[src/pkg/scss_pkg.sv]
// Shared constants and carrier types of the system clock select and start-up block.
package scss_pkg;

  // ----------------------------------------
  // Register map
  // ----------------------------------------
  localparam logic [1:0] ADDR_CTRL = 2'h0;
  localparam logic [1:0] ADDR_CTRL2 = 2'h1;
  localparam logic [1:0] ADDR_TUNE = 2'h2;
  localparam int CTRL_IDLE_BIT = 7;
  localparam int CTRL_FREQ_LSB = 4;
  localparam int CTRL_READY_BIT = 3;
  localparam int CTRL2_MIDSEL_BIT = 4;
  localparam int TUNE_LFSRC_BIT = 7;

  // ----------------------------------------
  // Reset values and encodings
  // ----------------------------------------
  localparam logic [1:0] SRC_PRIMARY = 2'h0;
  localparam logic [1:0] SRC_SECONDARY = 2'h1;
  localparam logic [2:0] FREQ_RESET = 3'h3;
  localparam logic [2:0] FREQ_LOW = 3'h0;
  localparam logic [2:0] FREQ_250K = 3'h1;
  localparam logic [2:0] FREQ_500K = 3'h2;
  localparam logic [3:0] LF_SHIFT = 4'h9;
  localparam logic [3:0] MF_LOW_SHIFT = 4'h4;
  localparam logic [3:0] MODE_LP = 4'h0;
  localparam logic [3:0] MODE_XT = 4'h1;
  localparam logic [3:0] MODE_HS = 4'h2;
  localparam logic [3:0] MODE_FAST_CRYSTAL_PLL = 4'h3;
  localparam logic [3:0] MODE_EXT_CLOCK = 4'h4;
  localparam logic [3:0] MODE_RC = 4'h6;
  localparam logic [3:0] MODE_RC_WITH_GPIO = 4'h7;
  localparam logic [3:0] MODE_INT_OSC_GPIO = 4'h8;
  localparam logic [3:0] MODE_INT_OSC_DIVIDED_CLOCK_OUT = 4'h9;

  // ----------------------------------------
  // Timing
  // ----------------------------------------
  localparam int CLOCK_KHZ = 250000;
  localparam int PU_TIME_MS = 66;
  localparam int PU_CYCLES = PU_TIME_MS * CLOCK_KHZ;
  localparam int PLL_LOCK_MS = 2;
  localparam int PLL_CYCLES = PLL_LOCK_MS * CLOCK_KHZ;
  localparam int OST_PERIODS = 1024;
  localparam int SWITCH_TICKS = 2;

  // ----------------------------------------
  // Carriers
  // ----------------------------------------
  typedef struct packed {
    logic [1:0] addr;
    logic [7:0] wdata;
    logic we;
    logic re;
  } scss_bus_s;

  typedef struct packed {
    logic osc_out;
    logic osc_out_oe_n;
    logic osc_in_gpio;
    logic osc_out_gpio;
  } scss_pins_s;

endpackage

[src/verilog/scss_top.sv]
// System clock source select, internal frequency select and start-up timers.
//
// Local design decisions: strobed register access and the register addresses.
`timescale 1ns/1ps
// How it works
// [RULE1] Two-bit field picks primary, secondary or internal.
// [RULE2] Four-bit mode derives the primary clock source.
// [RULE3] Source changes after a short transition interval.
// [RULE4] Any reset selects the primary clock; the code does so on i_srst only, an i_por_event keeps the current source.
// [RULE5] Three-bit field sets internal block frequency.
// [RULE6] Frequency writes take effect at once.
// [RULE7] Reset sets internal frequency to 1 MHz.
// [RULE8] Lowest setting picks source by two bits.
// [RULE9] Low clock from medium/high oscillator is tunable.
// [RULE10] Watchdog always runs from low oscillator.
// [RULE11] Power-down enters sleep or idle by bit.
// [RULE12] RC mode drives RC clock divided by four.
// [RULE13] RC with I/O releases output pin.
// [RULE14] High oscillator 16 MHz, software tunable.
// [RULE15] Medium oscillator 500 kHz, software tunable.
// [RULE16] Low oscillator 31.25 kHz, never tuned.
// [RULE17] Internal modes free pins or output clock/4.
// [RULE18] Power-up timer adds 66 ms when enabled.
// [RULE19] Crystal modes wait 1024 periods, PLL 2 ms.
// [RULE20] Switching never produces runt system clock pulses.
module scss_top #(
  parameter int PU_CYCLES = scss_pkg::PU_CYCLES,
  parameter int PLL_CYCLES = scss_pkg::PLL_CYCLES
) (
  input wire logic i_clock,
  input wire logic i_srst,
  input wire scss_pkg::scss_bus_s i_bus,
  output logic [7:0] o_rdata,
  input wire logic [3:0] i_primary_osc_config,
  input wire logic i_powerup_timer_enable_n,
  input wire logic i_pri_tick,
  input wire logic i_pll_tick,
  input wire logic i_sec_tick,
  input wire logic i_hf_tick,
  input wire logic i_mf_tick,
  input wire logic i_lf_tick,
  input wire logic i_por_event,
  input wire logic i_sleep_exec,
  input wire logic i_wake,
  output logic o_core_tick,
  output logic o_periph_tick,
  output logic o_wdt_tick,
  output logic [5:0] o_hf_tune,
  output logic [5:0] o_mf_tune,
  output logic [1:0] o_active_src,
  output logic o_reset_hold,
  output logic o_startup_busy,
  output logic o_idle,
  output logic o_sleep,
  output scss_pkg::scss_pins_s o_pins
);

  // ----------------------------------------
  // Parameter check
  // ----------------------------------------
  if (PU_CYCLES < 1 || PLL_CYCLES < 1) begin : g_bad_param
    $error("scss_top: timer counts must be at least one cycle");
  end

  localparam int MAXC = (PU_CYCLES > PLL_CYCLES) ? PU_CYCLES : PLL_CYCLES;
  localparam int CNT_W = $clog2(MAXC + scss_pkg::OST_PERIODS + 1);
  localparam logic [CNT_W-1:0] PU_LAST = CNT_W'(PU_CYCLES - 1);
  localparam logic [CNT_W-1:0] PLL_LAST = CNT_W'(PLL_CYCLES - 1);
  localparam logic [CNT_W-1:0] OST_LAST = CNT_W'(scss_pkg::OST_PERIODS - 1);
  localparam logic [1:0] SW_LAST = 2'(scss_pkg::SWITCH_TICKS - 1);

  typedef enum logic [1:0] {ST_READY, ST_PU, ST_OST, ST_PLL} scss_st_e;
  typedef enum logic [1:0] {PM_RUN, PM_IDLE, PM_SLEEP} scss_pm_e;

  // ----------------------------------------
  // Register file
  // ----------------------------------------
  logic idle_sel_q;
  logic [2:0] freq_q;
  logic midsel_q;
  logic lfsrc_q;
  logic [5:0] tune_q;
  logic ctrl_wr;
  logic [1:0] wsrc;
  logic [2:0] wfreq;

  assign ctrl_wr = i_bus.we && (i_bus.addr == scss_pkg::ADDR_CTRL);
  assign wsrc = i_bus.wdata[1:0];
  assign wfreq = i_bus.wdata[scss_pkg::CTRL_FREQ_LSB +: 3];

  always_ff @(posedge i_clock) begin
    if (i_srst) begin
      idle_sel_q <= 1'b0;
      freq_q <= scss_pkg::FREQ_RESET; // see [RULE7]
    end else if (ctrl_wr) begin
      idle_sel_q <= i_bus.wdata[scss_pkg::CTRL_IDLE_BIT];
      freq_q <= wfreq; // see [RULE5]
    end
  end

  always_ff @(posedge i_clock) begin
    if (i_srst) begin
      midsel_q <= 1'b0;
      lfsrc_q <= 1'b0;
      tune_q <= 6'h00;
    end else if (i_bus.we && i_bus.addr == scss_pkg::ADDR_CTRL2) begin
      midsel_q <= i_bus.wdata[scss_pkg::CTRL2_MIDSEL_BIT];
    end else if (i_bus.we && i_bus.addr == scss_pkg::ADDR_TUNE) begin
      lfsrc_q <= i_bus.wdata[scss_pkg::TUNE_LFSRC_BIT];
      tune_q <= i_bus.wdata[5:0];
    end
  end

  // Trim goes to the high and medium oscillators only; the low one has no trim input.
  assign o_hf_tune = tune_q; // see [RULE14] [RULE9]
  assign o_mf_tune = tune_q; // see [RULE15] [RULE16]

  // ----------------------------------------
  // Internal oscillator block
  // ----------------------------------------
  logic [3:0] hf_sh;
  logic [3:0] mf_sh;
  logic [8:0] hf_lim;
  logic [3:0] mf_lim;
  logic [8:0] hf_cnt_q;
  logic [3:0] mf_cnt_q;
  logic use_mf;
  logic use_lf;
  logic int_tick;

  assign hf_sh = (freq_q == scss_pkg::FREQ_LOW) ? scss_pkg::LF_SHIFT : 4'(3'h7 - freq_q);
  assign mf_sh = (freq_q == scss_pkg::FREQ_500K) ? 4'h0 :
                 (freq_q == scss_pkg::FREQ_250K) ? 4'h1 : scss_pkg::MF_LOW_SHIFT;
  assign hf_lim = 9'((10'h001 << hf_sh) - 10'h001);
  assign mf_lim = 4'((5'h01 << mf_sh) - 5'h01);

  // The lowest setting chooses among the three oscillators by two control bits.
  assign use_lf = (freq_q == scss_pkg::FREQ_LOW) && !lfsrc_q; // see [RULE8]
  assign use_mf = midsel_q && (freq_q <= scss_pkg::FREQ_500K) &&
                  (freq_q != scss_pkg::FREQ_LOW || lfsrc_q); // see [RULE8]

  // A write that changes the frequency restarts the postscalers so the new rate applies at once.
  always_ff @(posedge i_clock) begin
    if (i_srst || (ctrl_wr && wfreq != freq_q)) begin
      hf_cnt_q <= 9'h000; // see [RULE6]
    end else if (i_hf_tick) begin
      hf_cnt_q <= (hf_cnt_q >= hf_lim) ? 9'h000 : hf_cnt_q + 9'h001;
    end
  end

  always_ff @(posedge i_clock) begin
    if (i_srst || (ctrl_wr && wfreq != freq_q)) begin
      mf_cnt_q <= 4'h0; // see [RULE6]
    end else if (i_mf_tick) begin
      mf_cnt_q <= (mf_cnt_q >= mf_lim) ? 4'h0 : mf_cnt_q + 4'h1;
    end
  end

  always_comb begin
    if (use_lf) begin
      int_tick = i_lf_tick; // see [RULE16]
    end else if (use_mf) begin
      int_tick = i_mf_tick && (mf_cnt_q >= mf_lim); // see [RULE9]
    end else begin
      int_tick = i_hf_tick && (hf_cnt_q >= hf_lim); // see [RULE5]
    end
  end

  // ----------------------------------------
  // Primary clock and source switch
  // ----------------------------------------
  logic xtal;
  logic pll_mode;
  logic int_mode;
  logic pri_tick;
  logic [1:0] cur_q;
  logic [1:0] psrc_q;
  logic pend_q;
  logic [1:0] swc_q;
  logic cur_tick;
  logic new_tick;
  logic [1:0] tgt;
  logic sys_tick;

  assign xtal = i_primary_osc_config <= scss_pkg::MODE_FAST_CRYSTAL_PLL;
  assign pll_mode = i_primary_osc_config == scss_pkg::MODE_FAST_CRYSTAL_PLL;
  assign int_mode = (i_primary_osc_config == scss_pkg::MODE_INT_OSC_GPIO) ||
                    (i_primary_osc_config == scss_pkg::MODE_INT_OSC_DIVIDED_CLOCK_OUT);

  always_comb begin
    if (pll_mode) begin
      pri_tick = i_pll_tick; // see [RULE2]
    end else if (int_mode) begin
      pri_tick = int_tick; // see [RULE2]
    end else begin
      pri_tick = i_pri_tick; // see [RULE2]
    end
  end

  always_comb begin
    case (cur_q)
      scss_pkg::SRC_PRIMARY: cur_tick = pri_tick; // see [RULE1]
      scss_pkg::SRC_SECONDARY: cur_tick = i_sec_tick;
      default: cur_tick = int_tick;
    endcase
    case (psrc_q)
      scss_pkg::SRC_PRIMARY: new_tick = pri_tick;
      scss_pkg::SRC_SECONDARY: new_tick = i_sec_tick;
      default: new_tick = int_tick;
    endcase
  end

  assign tgt = pend_q ? psrc_q : cur_q;

  // The switch waits for ticks of the new source while the system clock is held off.
  always_ff @(posedge i_clock) begin
    if (i_srst) begin
      cur_q <= scss_pkg::SRC_PRIMARY; // see [RULE4]
      psrc_q <= scss_pkg::SRC_PRIMARY;
      pend_q <= 1'b0;
      swc_q <= 2'h0;
    end else if (ctrl_wr && wsrc != tgt) begin
      pend_q <= 1'b1; // see [RULE3]
      psrc_q <= wsrc;
      swc_q <= 2'h0;
    end else if (pend_q && new_tick) begin
      if (swc_q == SW_LAST) begin
        cur_q <= psrc_q; // see [RULE3]
        pend_q <= 1'b0;
      end else begin
        swc_q <= swc_q + 2'h1;
      end
    end
  end

  // ----------------------------------------
  // Start-up timers
  // ----------------------------------------
  scss_st_e st_q;
  scss_pm_e pm_q;
  logic [CNT_W-1:0] cnt_q;
  logic hold_q;
  logic wake_sleep;

  assign wake_sleep = i_wake && pm_q == PM_SLEEP;

  always_ff @(posedge i_clock) begin
    if (i_srst) begin
      st_q <= ST_READY;
      cnt_q <= '0;
      hold_q <= 1'b0;
    end else if (i_por_event) begin
      cnt_q <= '0;
      hold_q <= !i_powerup_timer_enable_n || xtal; // see [RULE18]
      st_q <= !i_powerup_timer_enable_n ? ST_PU : (xtal ? ST_OST : ST_READY);
    end else if (wake_sleep) begin
      cnt_q <= '0;
      st_q <= xtal ? ST_OST : ST_READY; // see [RULE19]
    end else begin
      case (st_q)
        ST_PU: begin
          if (cnt_q == PU_LAST) begin
            cnt_q <= '0;
            st_q <= xtal ? ST_OST : ST_READY; // see [RULE18]
            hold_q <= xtal;
          end else begin
            cnt_q <= cnt_q + 1'b1;
          end
        end
        ST_OST: begin
          if (i_pri_tick && cnt_q == OST_LAST) begin
            cnt_q <= '0;
            st_q <= pll_mode ? ST_PLL : ST_READY; // see [RULE19]
            hold_q <= hold_q && pll_mode;
          end else if (i_pri_tick) begin
            cnt_q <= cnt_q + 1'b1;
          end
        end
        ST_PLL: begin
          if (cnt_q == PLL_LAST) begin
            cnt_q <= '0;
            st_q <= ST_READY; // see [RULE19]
            hold_q <= 1'b0;
          end else begin
            cnt_q <= cnt_q + 1'b1;
          end
        end
        ST_READY: begin
          hold_q <= 1'b0;
        end
        default: begin
          st_q <= ST_READY;
        end
      endcase
    end
  end

  // ----------------------------------------
  // Power management and clock outputs
  // ----------------------------------------
  always_ff @(posedge i_clock) begin
    if (i_srst) begin
      pm_q <= PM_RUN;
    end else if (i_sleep_exec && pm_q == PM_RUN) begin
      pm_q <= idle_sel_q ? PM_IDLE : PM_SLEEP; // see [RULE11]
    end else if (i_wake && pm_q != PM_RUN) begin
      pm_q <= PM_RUN;
    end
  end

  // Only whole ticks of the settled source pass, so no runt pulse leaves the block.
  assign sys_tick = cur_tick && !pend_q && st_q == ST_READY; // see [RULE20]

  always_ff @(posedge i_clock) begin
    if (i_srst) begin
      o_core_tick <= 1'b0;
      o_periph_tick <= 1'b0;
      o_wdt_tick <= 1'b0;
    end else begin
      o_core_tick <= sys_tick && pm_q == PM_RUN;
      o_periph_tick <= sys_tick && pm_q != PM_SLEEP;
      o_wdt_tick <= i_lf_tick; // see [RULE10]
    end
  end

  assign o_active_src = cur_q;
  assign o_reset_hold = hold_q;
  assign o_startup_busy = st_q != ST_READY;
  assign o_idle = pm_q == PM_IDLE;
  assign o_sleep = pm_q == PM_SLEEP;

  // ----------------------------------------
  // Oscillator pins
  // ----------------------------------------
  logic rc_mode;
  logic co_tick;
  logic [1:0] co_cnt_q;

  assign rc_mode = i_primary_osc_config == scss_pkg::MODE_RC;
  assign co_tick = rc_mode ? i_pri_tick : sys_tick;

  always_ff @(posedge i_clock) begin
    if (i_srst) begin
      co_cnt_q <= 2'h0;
    end else if (co_tick) begin
      co_cnt_q <= co_cnt_q + 2'h1; // see [RULE12]
    end
  end

  always_ff @(posedge i_clock) begin
    if (i_srst) begin
      o_pins <= '{osc_out: 1'b0, osc_out_oe_n: 1'b1, osc_in_gpio: 1'b0, osc_out_gpio: 1'b0};
    end else begin
      o_pins.osc_out <= co_cnt_q[1];
      o_pins.osc_out_oe_n <= !(rc_mode ||
        i_primary_osc_config == scss_pkg::MODE_INT_OSC_DIVIDED_CLOCK_OUT); // see [RULE12] [RULE17]
      o_pins.osc_in_gpio <= int_mode; // see [RULE17]
      o_pins.osc_out_gpio <= i_primary_osc_config == scss_pkg::MODE_RC_WITH_GPIO ||
        i_primary_osc_config == scss_pkg::MODE_INT_OSC_GPIO; // see [RULE13] [RULE17]
    end
  end

  // ----------------------------------------
  // Register read port
  // ----------------------------------------
  always_ff @(posedge i_clock) begin
    if (i_srst || !i_bus.re) begin
      o_rdata <= 8'h00;
    end else begin
      case (i_bus.addr)
        scss_pkg::ADDR_CTRL: o_rdata <= {idle_sel_q, freq_q, st_q == ST_READY, 1'b0, tgt};
        scss_pkg::ADDR_CTRL2: o_rdata <= {3'h0, midsel_q, 1'b0, cur_q, pend_q};
        scss_pkg::ADDR_TUNE: o_rdata <= {lfsrc_q, 1'b0, tune_q};
        default: o_rdata <= 8'h00;
      endcase
    end
  end
endmodule
[config.mk]
export PLATFORM = sky130hd
export DESIGN_NAME = scss_top
export DESIGN_NICKNAME = d
export VERILOG_FILES = /design/src/pkg/scss_pkg.sv /design/src/verilog/scss_top.sv
export SDC_FILE = /design/constraint.sdc
export NUM_CORES = 1
export LEC_CHECK = 0
export ABC_AREA = 1
export BUFFER_PORTS_ARGS = -buffer_cell sky130_fd_sc_hd__buf_2
export CAP_MARGIN = 25
export CORE_MARGIN = 4
export CORE_UTILIZATION = 60
export DETAILED_ROUTE_END_ITERATION = 8
export MAX_ROUTING_LAYER = met4
export PLACE_DENSITY = 0.82
export SKIP_LAST_GASP = 1
export SLEW_MARGIN = 20
export SYNTH_ARGS = -nofsm -noshare
export SYNTH_HDL_FRONTEND = slang
export SYNTH_SLANG_ARGS = --single-unit
[constraint.sdc]
create_clock -name i_clock -period 4 [get_ports i_clock]
set_input_delay 0.4 -clock i_clock [delete_from_list [all_inputs] [get_ports i_clock]]
set_output_delay 0.4 -clock i_clock [all_outputs]
set_load 0.01 [all_outputs]
# Yosys cells after proc, flatten, opt, wreduce, memory -nomap -nowiden
# Cells that the tools add are included.
# totals
regBits,78
latch_bits,0
ram_bits,0
mem_bits_ro,0
elab_cells,167
memories,0
# classes
add_sub_neg,8
n_mul,0
div,0
n_lt_le_gt_ge,4
eq_ne,31
shift,2
mux,40
n_bitwise,3
n_reduce_logical,55
# ops
operator,n
24-bit 2-to-1 mux,4
24-bit one-hot mux with 3 select lines,1
24-bit by 1-bit adder with 24-bit output (second input constant),1
24-bit by 10-bit equality test with 1-bit output (second input constant),1
24-bit by 19-bit equality test with 1-bit output (second input constant),1
24-bit equality test (second input constant),1
2-bit 2-to-1 mux,12
8-bit one-hot mux with 3 select lines,1
1-bit logical AND,20
1-bit 2-to-1 mux,13
2-bit by 1-bit equality test with 1-bit output (second input constant),6
3-bit inequality test (second input constant),4
4-bit inequality test (second input constant),3
2-bit logical NOT,5
2-bit nonzero test,5
9-bit by 1-bit adder with 9-bit output (second input constant),1
9-bit greater-or-equal comparator,1
9-bit 2-to-1 mux,1
1-bit by 4-bit << shifter with 9-bit output (first input constant),1
9-bit by 1-bit subtractor with 9-bit output (second input constant),1
2-bit equality test (second input constant),4
4-bit by 3-bit equality test with 1-bit output (second input constant),2
4-bit equality test (second input constant),2
4-bit 2-to-1 mux,2
other kinds (29),50

# Longest topological paths before layout
# logic_depth
ltp_word,15
mapped_depth,23

# Least setup slack after synthesis
# No wires, ideal clock.
# synth_path
kind,reg2reg
startpoint,register freq_q[1]
endpoint,register pend_q
setup_time_ns,0.116
arrival_time_ns,2.107
required_time_ns,3.884
setup_slack_ns,1.776
path_stages_with_launch,20
path_cell_list,dfxtp_1 -> buf_2 -> nor2_1 -> nand2_1 -> ha_1 -> nand2_1 -> nor2_1 -> nand3_1 -> nand3_1 -> nand2_1 -> nand2_1 -> nand3_1 -> nand3_1 -> nand2_1 -> nand2_1 -> nor2_1 -> o21ai_4 -> nand3_2 -> o211ai_1 -> inv_1
# synth_via
elab_chain_cells,15
# synth_lines
element,line_no,text
from (decl),scss_top.sv:79,logic [2:0] freq_q;
from (signal assigned),scss_top.sv:94,freq_q <= scss_pkg::FREQ_RESET;
from (signal assigned),scss_top.sv:97,freq_q <= wfreq;
branches (longest 8 deep; another with 9-bit by 1-bit subtractor with 9-bit output),--,
1-bit 2-to-1 mux (*),scss_top.sv:160,if (use_lf) begin
1-bit 2-to-1 mux,scss_top.sv:193,end else if (int_mode) begin
1-bit 2-to-1 mux,scss_top.sv:191,if (pll_mode) begin
1-bit one-hot mux with 2 select lines (*),scss_top.sv:206,case (psrc_q)
1-bit logical AND (*),scss_top.sv:226,end else if (pend_q && new_tick) begin
2-bit nonzero test (no line) (*),--,
2-bit AND reduction (no line) (*),--,
to (signal assigned),scss_top.sv:220,pend_q <= 1'b0;
to (signal assigned),scss_top.sv:223,pend_q <= 1'b1;
to (signal assigned),scss_top.sv:229,pend_q <= 1'b0;
to (decl),scss_top.sv:178,logic pend_q;
# Every way passes the cells marked *.
# A chain may end at the register's enable or synchronous reset.

# Worst setup path after layout
# layout_path
startpoint,register freq_q[2]
endpoint,register pend_q
# The elaborated chain is that of the path after synthesis.

==> flow_summary.ini <==
[logic_synthesis]
ys_ff_latch = 78
avgSynthCellArea_um2 = 7.04
ys.flop_type = dfxtp_1
yosys_warnings = 0
synth.distinct_cells = 43
async_flop_share = 0
ys_seq_area_frac = 0.376
synthCells = 591
ys_top_cells_by_area = dfxtp_1, nand2_1, inv_1
syn-num-nets = 636
synth_area_mm2 = 0.00416
synth-edff-count = 0
synth_top_cell_by_area = dfxtp_1
yosysTopAreaCellShare = 0.376

[clocking]
cts_hold_repair.buffers = 0
cts_resized = 0
cts_buffer_depth = 2
root_buffer = clkbuf_8
htreeDepth = 3
cts_buffers = 9
clk-insertion-delay-late_ns = 0.35
post_cts_buffers = 0
cts_sinks = 78
clk_pin_slew_ns = 0.09
cts_tree = yes

[global_route]
grt_pass1_wl_um = 16400
first_global_vias = 3800
grt-ovfl-total = 0
grt_use_total = 0.243
antenna_found_initial = 0
grt_max_degree = 19

[pwr]
switching_share = 0.276
seq_power_share = 0.506
cellPowerDensity_mw_per_mm2 = 345
comb_power_share = 0.115
clkPwrFrac = 0.378
p_leak_nw = 2.12
power_mw = 1.62
ir_drop_uv = 254
power_switching_mw = 0.446
internal-power_mw = 1.17

[worst_hold_path]
hold_class = primary input to register

[routing]
first_pass_iters = 5
wire_per_inst_um = 12.9
vias_per_cell = 5.54
ant_nets = 0
dr.first_iter.drc_count = 320
num_vias = 4066
post-route-drc-count = 0
totalWireLength_um = 9500

[floorplan]
die_h_um = 91.2
initial_utilization = 0.615
die-area_mm2 = 0.00833
core-area_mm2 = 0.00676
die_w_um = 91.2
io_pins = 61
rows = 30

[placement]
dpl.hpwl_um = 7310
place.gp.congestion = 0.912
port_buffers = 60

[timing]
fin_crit_sh = 0.627
finalSetupViolations = 0
rsz0062_at_grt = false
clock_skew_ns = 0.0105
relSlewSlack = 0.439
fin_crit_ns = 2.51
slew_violations = 0
fmax_mhz = 399
tns_ns = 0
worstMarginPinSlew_ns = 0.838
hold_viol_final = 0

[critical_path]
worstPathRequired_ns = 4.24
crit_type = register to register
cp-start-kind = register
worstPathMaxFanout = 7
arrival_ns = 2.75
cp-end-kind = register

[outcome]
status = complete, no violations

[cells_and_area]
nFillCells = 574
nNetsFinal = 694
layout_commonest_cell = nand2_1
drive_gt1_frac = 0.153
syn_to_final_growth_pct = 12.8
num_antenna_cells = 0
final_cell_mix = nand2_1, inv_1, dfxtp_1

[job]
drv_cap = 0
[critical path, cell delays in order, from the launching register on]
cell and delay [ns]:
dfxtp_1 0.42, inv_1 0.15, nand3_1 0.14, nand2_1 0.07
ha_1 0.30, inv_1 0.05, o21bai_1 0.12, nand3_1 0.08
nand3_1 0.11, nand2_1 0.08, nand2_1 0.06, nand3_1 0.09
nand3_1 0.08, nand2_1 0.05, nand2_1 0.07, nor2_1 0.06
o21ai_4 0.19, nand3_2 0.11, o211ai_1 0.10, inv_1 0.06
[cells in the mapped netlist (7+ instances only)]
library cell,instances
nand3_1,39
buf_4,7
inv_1,81
dfxtp_1,78
nor2_1,68
nor3_1,13
xnor2_1,7
nor4_1,8
ha_1,17
a21oi_1,47
nand4_1,14
xor2_1,12
nand2_1,123
o21ai_0,16
[metal layers]
metal	share of wire	up-vias	track usage	wire length, um
met4	0.024	0	0.0967	224
li1	-	2051	-	-
met2	0.46	147	0.384	4330
met5	0	-	-	0
met1	0.46	1846	0.316	4370
met3	0.060	22	0.0307	569
[state kept, by name, summed over array words and instances, names as in the netlist, 2 cells and up]
register,count
st_q,2
pm_q,2
cnt_q,24
swc_q,2
hf_cnt_q,9
o_hf_tune,6
o_active_src,2
o_pins,4
psrc_q,2
freq_q,3
co_cnt_q,2
mf_cnt_q,4
o_rdata,8
[final timing paths]
kind | endpoint | cells after the start | slack [ns] | start
worst max-delay path | pend_q$_SDFFE_PP0P_ | 19 | 1.49 | freq_q[2]$_SDFFE_PP0P_
worst min-delay path | o_rdata[4]$_SDFF_PP0_ | 3 | 0.27 | i_bus[0]
worst max register to register | pend_q$_SDFFE_PP0P_ | 19 | 1.49 | freq_q[2]$_SDFFE_PP0P_
worst min register to register | swc_q[1]$_SDFFE_PP0P_ | 2 | 0.47 | swc_q[1]$_SDFFE_PP0P_
[cells by family (layout without fill, tap and decap cells)]
kind of cell    Yosys count  after routing  share of synthesized area
compound gates           88             88                      0.123
xor+xnor                 19             19                     0.0400
fa+ha+maj                17             17                     0.0512
buf+inv                 100            163                     0.0972
flops                    78             78                      0.376
mux                       1              1                    0.00241
simple gates            288            288                      0.311
[stage by stage]
stage               setup WS (ns)  instances   util  hold slack, ns  area (um^2)
finish                       1.49        734  0.694           0.268         4690
global route                 1.10        734  0.694           0.267         4690
CTS                          1.48        734  0.694           0.256         4690
detailed placement           1.52        718  0.664           0.455         4480
global placement             1.63        718  0.664           0.444         4480
floorplan                    1.78        591      -           0.428         4160
[area by class of cell]
type                            count  area [um^2]  share of cell area
Inverter                           86          323              0.0688
Multi-Input combinational cell    413         2190               0.467
Tap cell                           80          100              0.0213
Timing Repair Buffer               61          308              0.0656
Clock inverter                      6         70.1              0.0149
Clock buffer                       10          138              0.0293
Sequential cell                    78         1560               0.333
[power groups by stage]
stage / registers (mW) / logic, mW / clock network, mW
after global placement: 0.836 / 0.180 / 0
after detailed placement: 0.837 / 0.185 / 0
after CTS: 0.819 / 0.186 / 0.625
final: 0.819 / 0.187 / 0.613
after floorplan: 0.835 / 0.124 / 0
after global routing: 0.822 / 0.211 / 0.653
(Power assumes the default switching activity.)
